<file path="src/cfg_decode_defines.svh">
// Offsets, field positions, reset values and keys of the configuration decoder
`ifndef CFG_DECODE_DEFINES_SVH
`define CFG_DECODE_DEFINES_SVH

`define OFF_BOOT_CFG     5'h00
`define OFF_GEN_CFG      5'h04
`define OFF_SEQ_A        5'h08
`define OFF_SEQ_B        5'h0C
`define OFF_CONTROL      5'h10
`define OFF_STATUS       5'h14
`define OFF_PWM_KEY      5'h18

`define RST_BOOT_CFG     32'h0001_FFFF
`define RST_GEN_CFG      32'h0000_07FF
`define RST_SEQ          32'h0FFF_0FFF

`define BOOT_LVL_MSB     1
`define BOOT_LVL_LSB     0
`define BOOT_DIS_BIT     2
`define BOOT_WP_BIT      3
`define BOOT_LIM_MSB     16
`define BOOT_LIM_LSB     4
`define GEN_LVL_MSB      1
`define GEN_LVL_LSB      0
`define GEN_WP_BIT       2
`define CFG_WP_BIT       3
`define CFG_LVL_MSB      6
`define CFG_LVL_LSB      4
`define SWAP_DIS_BIT     7
`define ALT_DIS_BIT      8
`define TWO_SPEED_BIT    9
`define PWM_LOCK_BIT     10
`define DUAL_MODE_BIT    11
`define SEQ_MSB          11
`define SEQ_LSB          0
`define INV_MSB          27
`define INV_LSB          16
`define CTL_APPLY_BIT    0
`define CTL_ALT_REQ_BIT  8

`define SEQ_ALL_ONES     12'hFFF
// Key values are arbitrary
`define PWM_KEY_FIRST    32'h0000_ABCD
`define PWM_KEY_SECOND   32'h0000_4321

`endif

</file>
<file path="src/cfg_decode_pkg.sv">
// Types shared by the configuration decoder modules
package cfg_decode_pkg;

	typedef enum logic [1:0] {
		lvl_none     = 2'b00,
		lvl_standard = 2'b01,
		lvl_enhanced = 2'b10,
		lvl_high     = 2'b11
	} protect_level_type;

	typedef enum logic {
		ph_load = 1'b0,
		ph_run  = 1'b1
	} phase_type;

	typedef enum logic {
		key_idle  = 1'b0,
		key_first = 1'b1
	} key_stage_type;

	typedef struct packed {
		key_stage_type stage;
		logic          allowed;
	} key_state_type;

	typedef struct packed {
		phase_type         phase;
		logic              waitreq;
		logic [31:0]       rdata;
		logic [31:0]       boot_cfg;
		logic [31:0]       gen_cfg;
		logic [31:0]       seq_a;
		logic [31:0]       seq_b;
		logic              alt_req;
		logic              boot_present;
		logic [12:0]       last_page;
		logic              boot_wr;
		protect_level_type boot_lvl;
		logic              gen_wr;
		protect_level_type gen_lvl;
		logic              cfg_wr;
		protect_level_type cfg_lvl;
		logic              swap_en;
		logic              alt_allowed;
		logic              alt_en;
		logic              use_frc;
		logic              pwm_lock;
		logic [1:0]        seq_valid;
		logic              active_b;
	} main_state_type;

endpackage

</file>
<file path="src/boot_sequence_select.sv">
// Boot sequence validity check and active partition choice
`timescale 1ns/1ps
`include "cfg_decode_defines.svh"

module boot_sequence_select (
	input  wire logic [1:0][11:0] i_seq,
	input  wire logic [1:0][11:0] i_inv,
	input  wire logic             i_dual,
	output logic      [1:0]       o_valid,
	output logic                  o_active_b
);

	genvar g;
	generate
		for (g = 0; g < 2; g++) begin : gen_part
			assign o_valid[g] = ((i_seq[g] ^ i_inv[g]) == `SEQ_ALL_ONES);
		end
	endgenerate

	// An invalid number never wins; ties and double failure fall back to partition A
	always_comb begin
		o_active_b = 1'b0;
		if (i_dual) begin
			if (o_valid == 2'b10)
				o_active_b = 1'b1;
			else if (o_valid == 2'b11 && i_seq[1] < i_seq[0])
				o_active_b = 1'b1;
		end
	end

endmodule

</file>
<file path="src/pwm_key_unlock.sv">
// Key sequence gate for locked PWM register writes
`timescale 1ns/1ps
`include "cfg_decode_defines.svh"

module pwm_key_unlock (
	input  wire logic        i_clk,
	input  wire logic        i_rstn,
	input  wire logic        i_lock_enable,
	input  wire logic        i_key_write,
	input  wire logic [31:0] i_key_data,
	input  wire logic        i_consume,
	output logic             o_write_allowed
);

	cfg_decode_pkg::key_state_type s_r;
	cfg_decode_pkg::key_state_type s_nxt;

	always_comb begin
		s_nxt = s_r;
		if (!i_lock_enable) begin
			s_nxt.stage   = cfg_decode_pkg::key_idle;
			s_nxt.allowed = 1'b1;
		end else begin
			if (i_consume)
				s_nxt.allowed = 1'b0;
			// A key completed in the consume cycle still unlocks
			if (i_key_write) begin
				unique case (s_r.stage)
					cfg_decode_pkg::key_idle: begin
						if (i_key_data == `PWM_KEY_FIRST)
							s_nxt.stage = cfg_decode_pkg::key_first;
					end
					cfg_decode_pkg::key_first: begin
						s_nxt.stage = cfg_decode_pkg::key_idle;
						if (i_key_data == `PWM_KEY_SECOND)
							s_nxt.allowed = 1'b1;
					end
				endcase
			end
		end
	end

	always_ff @(posedge i_clk) begin
		if (!i_rstn)
			s_r <= '{stage: cfg_decode_pkg::key_idle, allowed: 1'b0};
		else
			s_r <= s_nxt;
	end

	assign o_write_allowed = s_r.allowed;

	AST_PWM_FREE_WHEN_UNLOCKED: assert property (@(posedge i_clk) disable iff (!i_rstn)
		!i_lock_enable |=> o_write_allowed)
		else $error("PWM writes not free with lock disabled");

endmodule

</file>
<file path="src/config_bits_protection_decode.sv">
// Configuration bit decoder with protection, partition and start-up controls
//
// Chosen here: the Avalon-MM register port and the register addresses.
`timescale 1ns/1ps
`include "cfg_decode_defines.svh"

// What this block does
// - Decode boot protection level field
// - Boot segment disable bit removes boot segment
// - Boot write protect bit low blocks writes
// - Boot page limit is inverted last page
// - Decode general segment protection level field
// - General write protect bit low blocks writes
// - Config write protect bit low blocks writes
// - Decode three-bit config protection level field
// - Swap disable bit high forbids swap instruction
// - Lower valid boot sequence picks active partition
// - Inverse not complement makes sequence invalid
// - Alt vector table needs bit clear plus request
// - Alt vector table needs a boot segment
// - Two-speed start runs fast RC until ready
// - PWM lock requires key sequence before writes
module config_bits_protection_decode (
	input  wire logic        i_clk,
	input  wire logic        i_rstn,
	input  wire logic [4:0]  i_address,
	input  wire logic        i_read,
	input  wire logic        i_write,
	input  wire logic [3:0]  i_byteenable,
	input  wire logic [31:0] i_writedata,
	output logic      [31:0] o_readdata,
	output logic             o_waitrequest,
	input  wire logic        i_osc_ready,
	input  wire logic        i_pwm_reg_write,
	output logic             o_boot_segment_present,
	output logic      [12:0] o_boot_last_page,
	output logic             o_boot_writable,
	output logic      [1:0]  o_boot_protect,
	output logic             o_general_writable,
	output logic      [1:0]  o_general_protect,
	output logic             o_config_writable,
	output logic      [1:0]  o_config_protect,
	output logic             o_swap_instr_enable,
	output logic      [1:0]  o_sequence_valid,
	output logic             o_active_partition_b,
	output logic             o_alt_vector_enable,
	output logic             o_use_fast_rc,
	output logic             o_pwm_lock_active,
	output logic             o_pwm_write_allowed
);

	cfg_decode_pkg::main_state_type s_r;
	cfg_decode_pkg::main_state_type s_nxt;

	logic [31:0] rd_word;
	logic        bus_write;
	logic        key_write;
	logic [1:0]  seq_valid;
	logic        active_b;
	logic        pwm_allowed;

	function automatic cfg_decode_pkg::protect_level_type level_of_two(input logic [1:0] f);
		if (f == 2'b11)
			return cfg_decode_pkg::lvl_none;
		else if (f == 2'b10)
			return cfg_decode_pkg::lvl_standard;
		else
			return cfg_decode_pkg::lvl_high;
	endfunction

	function automatic cfg_decode_pkg::protect_level_type level_of_three(input logic [2:0] f);
		if (f == 3'b111)
			return cfg_decode_pkg::lvl_none;
		else if (f == 3'b110)
			return cfg_decode_pkg::lvl_standard;
		else if (f[2])
			return cfg_decode_pkg::lvl_enhanced;
		else
			return cfg_decode_pkg::lvl_high;
	endfunction

	function automatic logic [31:0] merge_bytes(input logic [31:0] old, input logic [31:0] wd,
		input logic [3:0] be);
		logic [31:0] r;
		r = old;
		for (int b = 0; b < 4; b++) begin
			if (be[b])
				r[b*8 +: 8] = wd[b*8 +: 8];
		end
		return r;
	endfunction

	boot_sequence_select u_seq (
		.i_seq      ({s_r.seq_b[`SEQ_MSB:`SEQ_LSB], s_r.seq_a[`SEQ_MSB:`SEQ_LSB]}),
		.i_inv      ({s_r.seq_b[`INV_MSB:`INV_LSB], s_r.seq_a[`INV_MSB:`INV_LSB]}),
		.i_dual     (s_r.gen_cfg[`DUAL_MODE_BIT]),
		.o_valid    (seq_valid),
		.o_active_b (active_b)
	);

	assign bus_write = i_write && !s_r.waitreq;
	assign key_write = bus_write && (i_address == `OFF_PWM_KEY);

	pwm_key_unlock u_key (
		.i_clk           (i_clk),
		.i_rstn          (i_rstn),
		// A load withdraws any unlock left over from an earlier image
		.i_lock_enable   (s_r.pwm_lock || (s_r.phase == cfg_decode_pkg::ph_load)),
		.i_key_write     (key_write),
		.i_key_data      (i_writedata),
		.i_consume       (i_pwm_reg_write || (s_r.phase == cfg_decode_pkg::ph_load)),
		.o_write_allowed (pwm_allowed)
	);

	always_comb begin
		unique case (i_address)
			`OFF_BOOT_CFG: rd_word = s_r.boot_cfg;
			`OFF_GEN_CFG:  rd_word = s_r.gen_cfg;
			`OFF_SEQ_A:    rd_word = s_r.seq_a;
			`OFF_SEQ_B:    rd_word = s_r.seq_b;
			`OFF_CONTROL:  rd_word = {23'h00_0000, s_r.alt_req, 8'h00};
			`OFF_STATUS:   rd_word = {s_r.last_page, s_r.phase, s_r.pwm_lock, pwm_allowed, s_r.use_frc,
				s_r.alt_en, s_r.seq_valid, s_r.active_b, s_r.swap_en, s_r.cfg_wr, s_r.gen_wr,
				s_r.boot_wr, s_r.boot_present, s_r.cfg_lvl, s_r.gen_lvl, s_r.boot_lvl};
			default:       rd_word = 32'h0000_0000;
		endcase
	end

	always_comb begin
		s_nxt = s_r;
		// One wait cycle per access; read data stand in the release cycle
		s_nxt.waitreq = !(s_r.waitreq && (i_read || i_write));
		if (s_r.waitreq && i_read)
			s_nxt.rdata = rd_word;
		if (bus_write) begin
			unique case (i_address)
				`OFF_BOOT_CFG: s_nxt.boot_cfg = merge_bytes(s_r.boot_cfg, i_writedata, i_byteenable);
				`OFF_GEN_CFG:  s_nxt.gen_cfg = merge_bytes(s_r.gen_cfg, i_writedata, i_byteenable);
				`OFF_SEQ_A:    s_nxt.seq_a = merge_bytes(s_r.seq_a, i_writedata, i_byteenable);
				`OFF_SEQ_B:    s_nxt.seq_b = merge_bytes(s_r.seq_b, i_writedata, i_byteenable);
				`OFF_CONTROL: begin
					if (i_byteenable[1])
						s_nxt.alt_req = i_writedata[`CTL_ALT_REQ_BIT];
					// Apply acts as a device reset for the decoded outputs
					if (i_byteenable[0] && i_writedata[`CTL_APPLY_BIT])
						s_nxt.phase = cfg_decode_pkg::ph_load;
				end
				default: ;
			endcase
		end

		if (s_r.phase == cfg_decode_pkg::ph_load) begin
			// Only this cycle copies the image; later edits wait for the next apply and are lost on reset
			s_nxt.phase        = cfg_decode_pkg::ph_run;
			s_nxt.boot_lvl     = level_of_two(s_r.boot_cfg[`BOOT_LVL_MSB:`BOOT_LVL_LSB]);
			s_nxt.boot_present = !s_r.boot_cfg[`BOOT_DIS_BIT];
			s_nxt.boot_wr      = s_r.boot_cfg[`BOOT_WP_BIT];
			s_nxt.last_page    = ~s_r.boot_cfg[`BOOT_LIM_MSB:`BOOT_LIM_LSB];
			s_nxt.gen_lvl      = level_of_two(s_r.gen_cfg[`GEN_LVL_MSB:`GEN_LVL_LSB]);
			s_nxt.gen_wr       = s_r.gen_cfg[`GEN_WP_BIT];
			s_nxt.cfg_wr       = s_r.gen_cfg[`CFG_WP_BIT];
			s_nxt.cfg_lvl      = level_of_three(s_r.gen_cfg[`CFG_LVL_MSB:`CFG_LVL_LSB]);
			s_nxt.swap_en      = !s_r.gen_cfg[`SWAP_DIS_BIT];
			s_nxt.seq_valid    = seq_valid;
			s_nxt.active_b     = active_b;
			s_nxt.alt_allowed  = !s_r.gen_cfg[`ALT_DIS_BIT] && !s_r.boot_cfg[`BOOT_DIS_BIT];
			s_nxt.use_frc      = s_r.gen_cfg[`TWO_SPEED_BIT];
			s_nxt.pwm_lock     = s_r.gen_cfg[`PWM_LOCK_BIT];
		end else if (s_r.use_frc && i_osc_ready) begin
			s_nxt.use_frc = 1'b0;
		end

		// The request bit is live, the permission is the latched one
		s_nxt.alt_en = s_nxt.alt_allowed && s_r.alt_req;
	end

	always_ff @(posedge i_clk) begin
		if (!i_rstn) begin
			s_r              <= '0;
			s_r.phase        <= cfg_decode_pkg::ph_load;
			s_r.waitreq      <= 1'b1;
			s_r.boot_cfg     <= `RST_BOOT_CFG;
			s_r.gen_cfg      <= `RST_GEN_CFG;
			s_r.seq_a        <= `RST_SEQ;
			s_r.seq_b        <= `RST_SEQ;
			s_r.boot_lvl     <= cfg_decode_pkg::lvl_high;
			s_r.gen_lvl      <= cfg_decode_pkg::lvl_high;
			s_r.cfg_lvl      <= cfg_decode_pkg::lvl_high;
			s_r.pwm_lock     <= 1'b1;
		end else begin
			s_r <= s_nxt;
		end
	end

	assign o_readdata             = s_r.rdata;
	assign o_waitrequest          = s_r.waitreq;
	assign o_boot_segment_present = s_r.boot_present;
	assign o_boot_last_page       = s_r.last_page;
	assign o_boot_writable        = s_r.boot_wr;
	assign o_boot_protect         = s_r.boot_lvl;
	assign o_general_writable     = s_r.gen_wr;
	assign o_general_protect      = s_r.gen_lvl;
	assign o_config_writable      = s_r.cfg_wr;
	assign o_config_protect       = s_r.cfg_lvl;
	assign o_swap_instr_enable    = s_r.swap_en;
	assign o_sequence_valid       = s_r.seq_valid;
	assign o_active_partition_b   = s_r.active_b;
	assign o_alt_vector_enable    = s_r.alt_en;
	assign o_use_fast_rc          = s_r.use_frc;
	assign o_pwm_lock_active      = s_r.pwm_lock;
	assign o_pwm_write_allowed    = pwm_allowed;

	AST_BOOT_HIGH_SECURITY: assert property (@(posedge i_clk) disable iff (!i_rstn)
		(s_r.phase == cfg_decode_pkg::ph_load && !s_r.boot_cfg[`BOOT_LVL_MSB])
		|=> o_boot_protect == cfg_decode_pkg::lvl_high)
		else $error("Boot level not high for 0x field");

	AST_NO_BOOT_SEGMENT: assert property (@(posedge i_clk) disable iff (!i_rstn)
		(s_r.phase == cfg_decode_pkg::ph_load && s_r.boot_cfg[`BOOT_DIS_BIT])
		|=> !o_boot_segment_present ##1 !o_alt_vector_enable)
		else $error("Boot segment present while disabled");

	AST_BOOT_WRITE_BLOCK: assert property (@(posedge i_clk) disable iff (!i_rstn)
		(s_r.phase == cfg_decode_pkg::ph_load && !s_r.boot_cfg[`BOOT_WP_BIT]) |=> !o_boot_writable)
		else $error("Boot segment writable while protected");

	AST_LAST_PAGE_INVERTED: assert property (@(posedge i_clk) disable iff (!i_rstn)
		(s_r.phase == cfg_decode_pkg::ph_load)
		|=> o_boot_last_page == ~$past(s_r.boot_cfg[`BOOT_LIM_MSB:`BOOT_LIM_LSB]))
		else $error("Boot last page not inverted limit");

	AST_CONFIG_STANDARD: assert property (@(posedge i_clk) disable iff (!i_rstn)
		(s_r.phase == cfg_decode_pkg::ph_load && s_r.gen_cfg[`CFG_LVL_MSB:`CFG_LVL_LSB] == 3'b110)
		|=> o_config_protect == cfg_decode_pkg::lvl_standard)
		else $error("Config level not standard for 110");

	AST_SEQ_INVALID: assert property (@(posedge i_clk) disable iff (!i_rstn)
		(s_r.phase == cfg_decode_pkg::ph_load
		&& (s_r.seq_a[`SEQ_MSB:`SEQ_LSB] ^ s_r.seq_a[`INV_MSB:`INV_LSB]) != `SEQ_ALL_ONES)
		|=> !o_sequence_valid[0])
		else $error("Partition A sequence valid without complement");

	AST_ALT_NEEDS_BOOT: assert property (@(posedge i_clk) disable iff (!i_rstn)
		o_alt_vector_enable |-> o_boot_segment_present && $past(s_r.alt_req))
		else $error("Alt vector table without boot segment or request");

	AST_HELD_AFTER_LOAD: assert property (@(posedge i_clk) disable iff (!i_rstn)
		(s_r.phase == cfg_decode_pkg::ph_run) |=> $stable(o_boot_last_page) && $stable(o_config_protect))
		else $error("Decoded fields changed outside load");

	AST_FAST_RC_SWITCH: assert property (@(posedge i_clk) disable iff (!i_rstn)
		(s_r.phase == cfg_decode_pkg::ph_run && o_use_fast_rc && i_osc_ready) |=> !o_use_fast_rc)
		else $error("No switch off fast RC once source ready");

endmodule

</file>
<file path="config.mk">
export PLATFORM = sky130hd
export DESIGN_NAME = config_bits_protection_decode
export DESIGN_NICKNAME = d
export VERILOG_FILES = /design/src/cfg_decode_pkg.sv /design/src/boot_sequence_select.sv /design/src/pwm_key_unlock.sv /design/src/config_bits_protection_decode.sv
export VERILOG_INCLUDE_DIRS = /design/src
export SDC_FILE = /design/constraint.sdc
export NUM_CORES = 1
export LEC_CHECK = 0
export ABC_AREA = 1
export BUFFER_PORTS_ARGS = -buffer_cell sky130_fd_sc_hd__buf_4
export CAP_MARGIN = 15
export CORE_MARGIN = 2
export CORE_UTILIZATION = 40
export DETAILED_ROUTE_END_ITERATION = 8
export PLACE_DENSITY = 0.64
export SLEW_MARGIN = 10
export SYNTH_ARGS = -nofsm -noshare
export SYNTH_HDL_FRONTEND = slang
export SYNTH_SLANG_ARGS = --single-unit
</file>
<file path="constraint.sdc">
create_clock -name i_clk -period 1.2 [get_ports i_clk]
set_input_delay 0.24 -clock i_clk [delete_from_list [all_inputs] [get_ports i_clk]]
set_output_delay 0.24 -clock i_clk [all_outputs]
set_load 0.01 [all_outputs]
</file>
==> results of run 1 <==
==> cells by family (layout without fill, tap and decap cells) <==
| logic type | Yosys count | after routing | synth area share, % |
|---|---|---|---|
| AND/OR/NAND/NOR | 577 | 578 | 26.1 |
| buffers and inverters | 212 | 463 | 11.3 |
| flip-flops | 196 | 196 | 43.4 |
| adder cells (fa/ha/maj) | 11 | 11 | 1.52 |
| XOR/XNOR | 4 | 4 | 0.387 |
| AO/OA/AOI/OAI | 284 | 284 | 17.3 |
==> layout make-up <==
type | instances | area (um2) | share of cell area, %
Multi-Input combinational cell | 877 | 4870 | 36.8
Sequential cell | 196 | 4020 | 30.4
Timing Repair Buffer | 330 | 2930 | 22.2
Clock buffer | 18 | 429 | 3.25
Inverter | 98 | 403 | 3.05
Tap cell | 285 | 357 | 2.70
Clock inverter | 14 | 186 | 1.41
Timing Repair inverter | 3 | 21.3 | 0.161
==> flip-flops by register name, summed over array words and instances, names as in the netlist, 2 cells and up <==
signal,flops
o_general_protect,2
s_r,131
o_boot_protect,2
o_config_protect,2
o_sequence_valid,2
o_boot_last_page,13
o_readdata,32
==> layer usage <==
layer | track usage, % | vias up
li1 | - | 4655
met1 | 36.0 | 4484
met2 | 42.0 | 409
met3 | 3.73 | 62
met4 | 8.25 | 0
met5 | 0 | -
==> how the worst max path moves through the flow <==
stage,from,slack [ns],cells past startpoint,end
finish,s_r[75],-0.22,11,o_active_partition_b
global route,s_r[41],-0.30,11,o_active_partition_b
CTS,o_waitrequest,-0.23,7,s_r[103]
detailed placement,i_address[0],-0.41,10,o_readdata[25]
global placement,i_address[0],-0.37,10,o_readdata[22]
floorplan,i_address[0],-0.09,9,s_r[102]
==> through the flow <==
stage                     setup WS [ns]  utilization (%)
after floorplan                 -0.0863                -
after global placement           -0.373             50.4
after detailed placement         -0.412             50.4
after CTS                        -0.228             54.9
after global routing             -0.304             58.9
final                            -0.217             58.9
==> synthesized netlist by cell type <==
cell,count
a211oi_1,1
ha_1,11
nand3_1,88
inv_2,6
nor3_1,8
nor2_1,111
nand3_2,2
buf_2,22
a21oi_1,97
clkbuf_1,38
dfxtp_1,196
nand3b_1,1
o21ai_1,23
o211ai_1,53
inv_1,91
a211o_1,1
nand4_1,4
xnor2_1,4
o21a_1,1
buf_1,1
nor2_4,3
or2_2,1
nor4_1,4
nand2_1,350
nor2_2,5
buf_4,53
clkinv_1,1
a311oi_1,1
o21ai_0,107
==> where the power goes <==
group / switching, mW / internal, mW
Sequential: 0.0746 / 6.58
Combinational: 0.774 / 0.639
Clock: 2.94 / 3.02
Total: 3.79 / 10.2
==> cell usage in the layout, fill, tap and decap left out, drive strengths merged, types with 7 or more instances in the layout <==
cell type and count:
buf 327, clkinv 7, o211ai 53, nor2 119
nor3 8, dfxtp 196, clkbuf 19, ha 11
a21oi 97, nand2 351, nand3 90, o21ai 130
inv 105
==> worst reg2reg max path, cell delays in order (launching register included) <==
cell	delay, ns
dfxtp_2	0.35
inv_2	0.05
ha_4	0.28
nand2_4	0.05
nor2_4	0.10
nand2_1	0.06
nor2_1	0.10
nand2_1	0.06
nand2_1	0.06
nand2_1	0.05
nand2_1	0.07
a21oi_1	0.06
==> repair_timing <==
item / 4_1_cts / 5_1_grt
endpoints found under the hold margin: 1 / 0
buffers inserted: 8 / 21
pin swaps: 20 / 58
hold buffers: 1 / 0
endpoints found under the setup margin: 179 / 193
gates cloned: 3 / 6
resized for setup: 105 / 251
==> results.md, run 1 <==
- Status: finished, violations left
- Failing checks: setup timing
- Drt wl/cell: about 18 um
- Reg2Reg Depth: 11
- GRT overflow: 0
- Met2 WL post-DR: 14,800 um
- Post-DP HPWL: 23,500 um
- Share of layout cells above drive strength 1: between 40 and 50%
- Critical hold path startpoint: i_write
- RSZ-0062 raised after global routing: yes
- Number of global-route vias before repair: 8,773
- Post-Layout Cell Count: 1,821
- CP max-delay cell: dfxtp_2
- Max FO, Critical Path: 2
- First-pass GRT wire length: 48,400 um
- Worst-path cell chain: inv_2 -> ha_4 -> nand2_4 -> nor2_4 -> nand2_1 -> nor2_1 -> nand2_1 -> nand2_1 -> nand2_1 -> nand2_1 -> a21oi_1
- Initial DRC Count: 814
- WP data arrival: 1.75 ns
- Worst path top cell family by delay: simple AND/OR/NAND/NOR gates
- Setup ws final: -0.217 ns
- Final Cycle Share: 118%
- DR pass1 iterations: 5
- Final setup viols: approximately 130
- P&R area growth vs syn: 46.0%
- FP Rows: 55
- PortBufs: 110
- Syn. warnings: 0
- Avg Cell Area, Syn: 7.04 um2
- CP peak stage delay: 0.35 ns
- Worst VDD drop: 674 uV
- Setup TNS: -13.35 ns
- TritonCTS clock tree: built
- Post-synth top area cell: dfxtp_1
- Metal-1 WL: 14,200 um
- Top cell type's share of synthesized area: 43.4%
- Area of the core: 0.0224 mm2
- Largest cells by area after synthesis: dfxtp_1 43%, nand2_1 15%, o21ai_0 5.9%
- Critical path startpoint category: flip-flop
- Via Count: 9,610
- Pin count of the biggest net entering global routing: 53
- Max Used Layer: met4
- WL final: around 32,000 um
- Most Frequent Cell on Critical Path: nand2_1
- Crit path kind: reg -> reg
- Synthesized cell area: 0.00904 mm2
- Power Density: 1060 mW/mm2
- Hold Path Stages: 2
- Netlist cell types: 29
- # diodes: 0
- FF-to-FF setup slack: -0.22 ns
- Clock transition at path regs: 0.08 ns
- Global Route Usage Sum: 26.0%
- Leakage: 5.94 nW
- Hold Path Class: in -> reg
- # DRC: 0
- Die width: approximately 150 um
- Nets: 1,581
- #FFs+latches synth: 196
- Final Power: 14.0 mW
- Placed Instances: 1,752
- Clock Path Buffers: 2
- Routability cong.: 0.958
- CP Buf/Inv Count: 1
- Slew HR: 74.6%
- Mapped Nets: 1,342
- WHS: 0.0168 ns
- Initial antenna violation count: 0
- Top Ports: around 110
- DIE HEIGHT: 154 um
- Clk root buf: clkbuf_16
- Max_cap viols: 0
- Fin crit period: 1.42 ns
- Sequential fraction of the synthesis area: 43.4%
- Dpl cell area: around 0.011 mm2
- Met3 Wirelength: 2110 um
- TritonCTS Buffers: 17
- Die Area: 0.0238 mm2
- Worst-Skew Late Latency: about 0.44 ns
- Antenna-violating nets left: 0
- Worst R2R Start: s_r[75]
- Average via count per standard cell: 5.28
- Final hold vios: 0
- Design area: 0.0132 mm2
- Element type at the critical path end: flip-flop
- Clk_skew: 0.0125 ns
- CTS Sinks: 196
- End of the worst hold path: o_waitrequest
- Worst-Margin Slew: ~0.38 ns
- Worst EP required: 1.53 ns
- Reg2Reg Capture Point: o_active_partition_b
- Number of fill cells: a little under 2,000
- Initial Util: 40.3%
- # H-tree levels: 4
- Fmax: 0.706 GHz
- Count of final max-slew check failures: 0
- Mapped Cells: 1,284
No activity file was read; power rests on OpenSTA's default activity.
==> inputs of run 2 (changes only) <==
CORE_UTILIZATION = 45   (was 40)
==> run 2 against run 1 <==
Net effect:
- the run still ends with setup timing left
- utilization up 9.2 points
- clock skew down 0.0017 ns
- critical path depth down 1
- power down 2.2%
- cell count down 1.2%
- largest cell class unchanged
==> results.md, run 2 (synthesis results as in run 1) <==
- Area of the core: 0.0196 mm2 (was 0.0224 mm2)
- RSZ-0062 raised after global routing: yes (unchanged)
- Crit path from: s_r[74] (was s_r[75])
- Number of global-route vias before repair: 8,791 (was 8,773)
- Power Density: 1030 mW/mm2 (was 1060 mW/mm2)
- WHS: 0.0235 ns (was 0.0168 ns)
- Most common cell after layout, fill and taps aside: nand2_1 (unchanged)
- Routability cong.: 0.946 (was 0.958)
- DR pass1 iterations: 6 (was 5)
- Reg2Reg Capture Point: o_active_partition_b (unchanged)
- WP data arrival: 1.77 ns (was 1.75 ns)
- CTS Sinks: 196 (unchanged)
- Most flop-heavy register: s_r (unchanged)
- Worst R2R Start: s_r[74] (was s_r[75])
- Global Route Usage Sum: 29.4% (was 26.0%)
- Multi-input gate area: 0.00500 mm2 (was 0.00487 mm2)
- Fmax: 0.696 GHz (was 0.706 GHz)
- Failing checks: setup timing (unchanged)
- Commonest non-fill, non-tap cells in the layout: 286 x nand2_1, 268 x buf_4, 135 x dfxtp_1 (was 293 x nand2_1, 262 x buf_4, 140 x dfxtp_1)
- Register Area: 0.00404 mm2 (was 0.00402 mm2)
- Final hold vios: 0 (unchanged)
- Top Ports: 111 (unchanged)
- Worst EP required: 1.53 ns (about the same)
- Leakage: 6.09 nW (was 5.94 nW)
- Critical path startpoint category: flip-flop (unchanged)
- Reg2Reg Depth: 10 (was 11)
- P&R area growth vs syn: 47.5% (was 46.0%)
- First-pass GRT wire length: 49,000 um (was 48,400 um)
- TritonCTS clock tree: built (unchanged)
- Average via count per standard cell: 5.37 (was 5.28)
- Post-DP HPWL: 23,300 um (was 23,500 um)
- Nets: 1,580 (was 1,581)
- # DRC: 0 (unchanged)
- Largest register FFs: 131 (unchanged)
- Die Area: 0.0213 mm2 (was 0.0238 mm2)
- Fin crit period: 1.44 ns (was 1.42 ns)
- Worst VDD drop: 870 uV (was 674 uV)
- PortBufs: 110 (unchanged)
- Initial antenna violation count: 0 (unchanged)
- # diodes: 0 (unchanged)
- Hold-fix buffers at CTS: 0 (was 1)
- # H-tree levels: 4 (unchanged)
- TritonCTS Buffers: 17 (unchanged)
- Setup TNS: -10.02 ns (was -13.35 ns)
- Worst-Skew Late Latency: 0.44 ns (about the same)
- Status: finished, violations left (unchanged)
- FP Rows: 51 (was 55)
- Final Cycle Share: 120% (was 118%)
- Slew HR: 64.7% (was 74.6%)
- Drt wl/cell: 18.5 um (was 17.6 um)
- Pin count of the biggest net entering global routing: 85 (was 53)
- Crit path kind: reg -> reg (unchanged)
- Max_cap viols: 0 (unchanged)
- Final Power: 13.7 mW (was 14.0 mW)
- Dpl cell area: 0.0113 mm2 (about the same)
- GRT overflow: 0 (unchanged)
- Initial Util: 46.2% (was 40.3%)
- CP endpoint: o_active_partition_b (unchanged)
- Element type at the critical path end: flip-flop (unchanged)
- Via Count: 9,669 (was 9,610)
- WL final: 33,400 um (was 32,000 um)
- Antenna-violating nets left: 0 (unchanged)
- Max FO, Critical Path: 3 (was 2)
- Dpl ws: -0.487 ns (was -0.412 ns)
- Worst-Margin Slew: 0.529 ns (was 0.381 ns)
- Die width: 146 um (was 154 um)
- Count of final max-slew check failures: 0 (unchanged)
- Clock transition at path regs: 0.08 ns (about the same)
- Clk_skew: 0.0108 ns (was 0.0125 ns)
- Design area: 0.0133 mm2 (was 0.0132 mm2)
- Clock Path Buffers: 2 (unchanged)
- Final setup viols: 121 (was 132)
- Hold Path Class: in -> reg (unchanged)
- DIE HEIGHT: 146 um (was 154 um)
- FF-to-FF setup slack: -0.24 ns (was -0.22 ns)
- Initial DRC Count: 863 (was 814)
- Share of layout cells above drive strength 1: 41.8% (was 40.0%)
- Setup ws final: -0.237 ns (was -0.217 ns)
- Number of fill cells: 1,643 (was 1,981)
- Clk root buf: clkbuf_16 (unchanged)
[run 2: layout make-up]
| type | instances | area share [%] |
|---|---|---|
| Timing Repair inverter | 2 | 0.122 |
| Multi-Input combinational cell | 876 | 37.5 |
| Tap cell | 265 | 2.49 |
| Inverter | 98 | 3.19 |
| Clock buffer | 17 | 3.19 |
| Timing Repair Buffer | 331 | 22.1 |
| Clock inverter | 15 | 1.08 |
| Sequential cell | 196 | 30.3 |
[run 2: worst min-delay path by stage]
stage / start / end / slack, ns / cells after the start
final: i_write / o_waitrequest / 0.02 / 2
after global routing: i_write / o_waitrequest / 0.01 / 2
after CTS: i_read / o_waitrequest / 0.008 / 2
after detailed placement: s_r[143] / o_boot_last_page[11] / 0.43 / 1
after global placement: s_r[142] / o_boot_last_page[10] / 0.42 / 1
after floorplan: i_read / o_waitrequest / 0.35 / 1
[run 2: stage by stage]
step / instances / util (%)
after floorplan: 1284 / -
after global placement: 1734 / 57.6
after detailed placement: 1734 / 57.6
after CTS: 1779 / 63.3
after global routing: 1800 / 68.1
final: 1800 / 68.1
[run 2: power by group]
part	switching [mW]	internal, mW	total, mW
Clock	2.84	2.76	5.60
Combinational	0.832	0.639	1.47
Sequential	0.0766	6.57	6.65
Total	3.75	9.97	13.7
[run 2: routing by layer]
layer | part of all wire [%] | global-route usage, % | vias to the layer above
met4 | 2.8 | 9.90 | 0
li1 | - | - | 4655
met1 | 44 | 41.4 | 4558
met5 | 0 | 0 | -
met3 | 8.0 | 5.33 | 57
met2 | 45 | 45.6 | 399
[run 2: critical path, cell delays in order, from the launching register on]
cell	delay, ns
dfxtp_4	0.39
buf_6	0.13
nor2_2	0.05
nor2_4	0.12
nand2_1	0.05
nor2_1	0.14
nand2_1	0.11
nor2_2	0.16
nand2_1	0.07
nand2_1	0.06
a21oi_1	0.05
[run 2: what timing repair did]
| action | 4_1_cts | 5_1_grt |
|---|---|---|
| setup buffers | 9 | 16 |
| endpoints found under the setup margin | 174 | 202 |
| resized for setup | 200 | 224 |
| pin swaps | 41 | 60 |
| cloned | 7 | 5 |
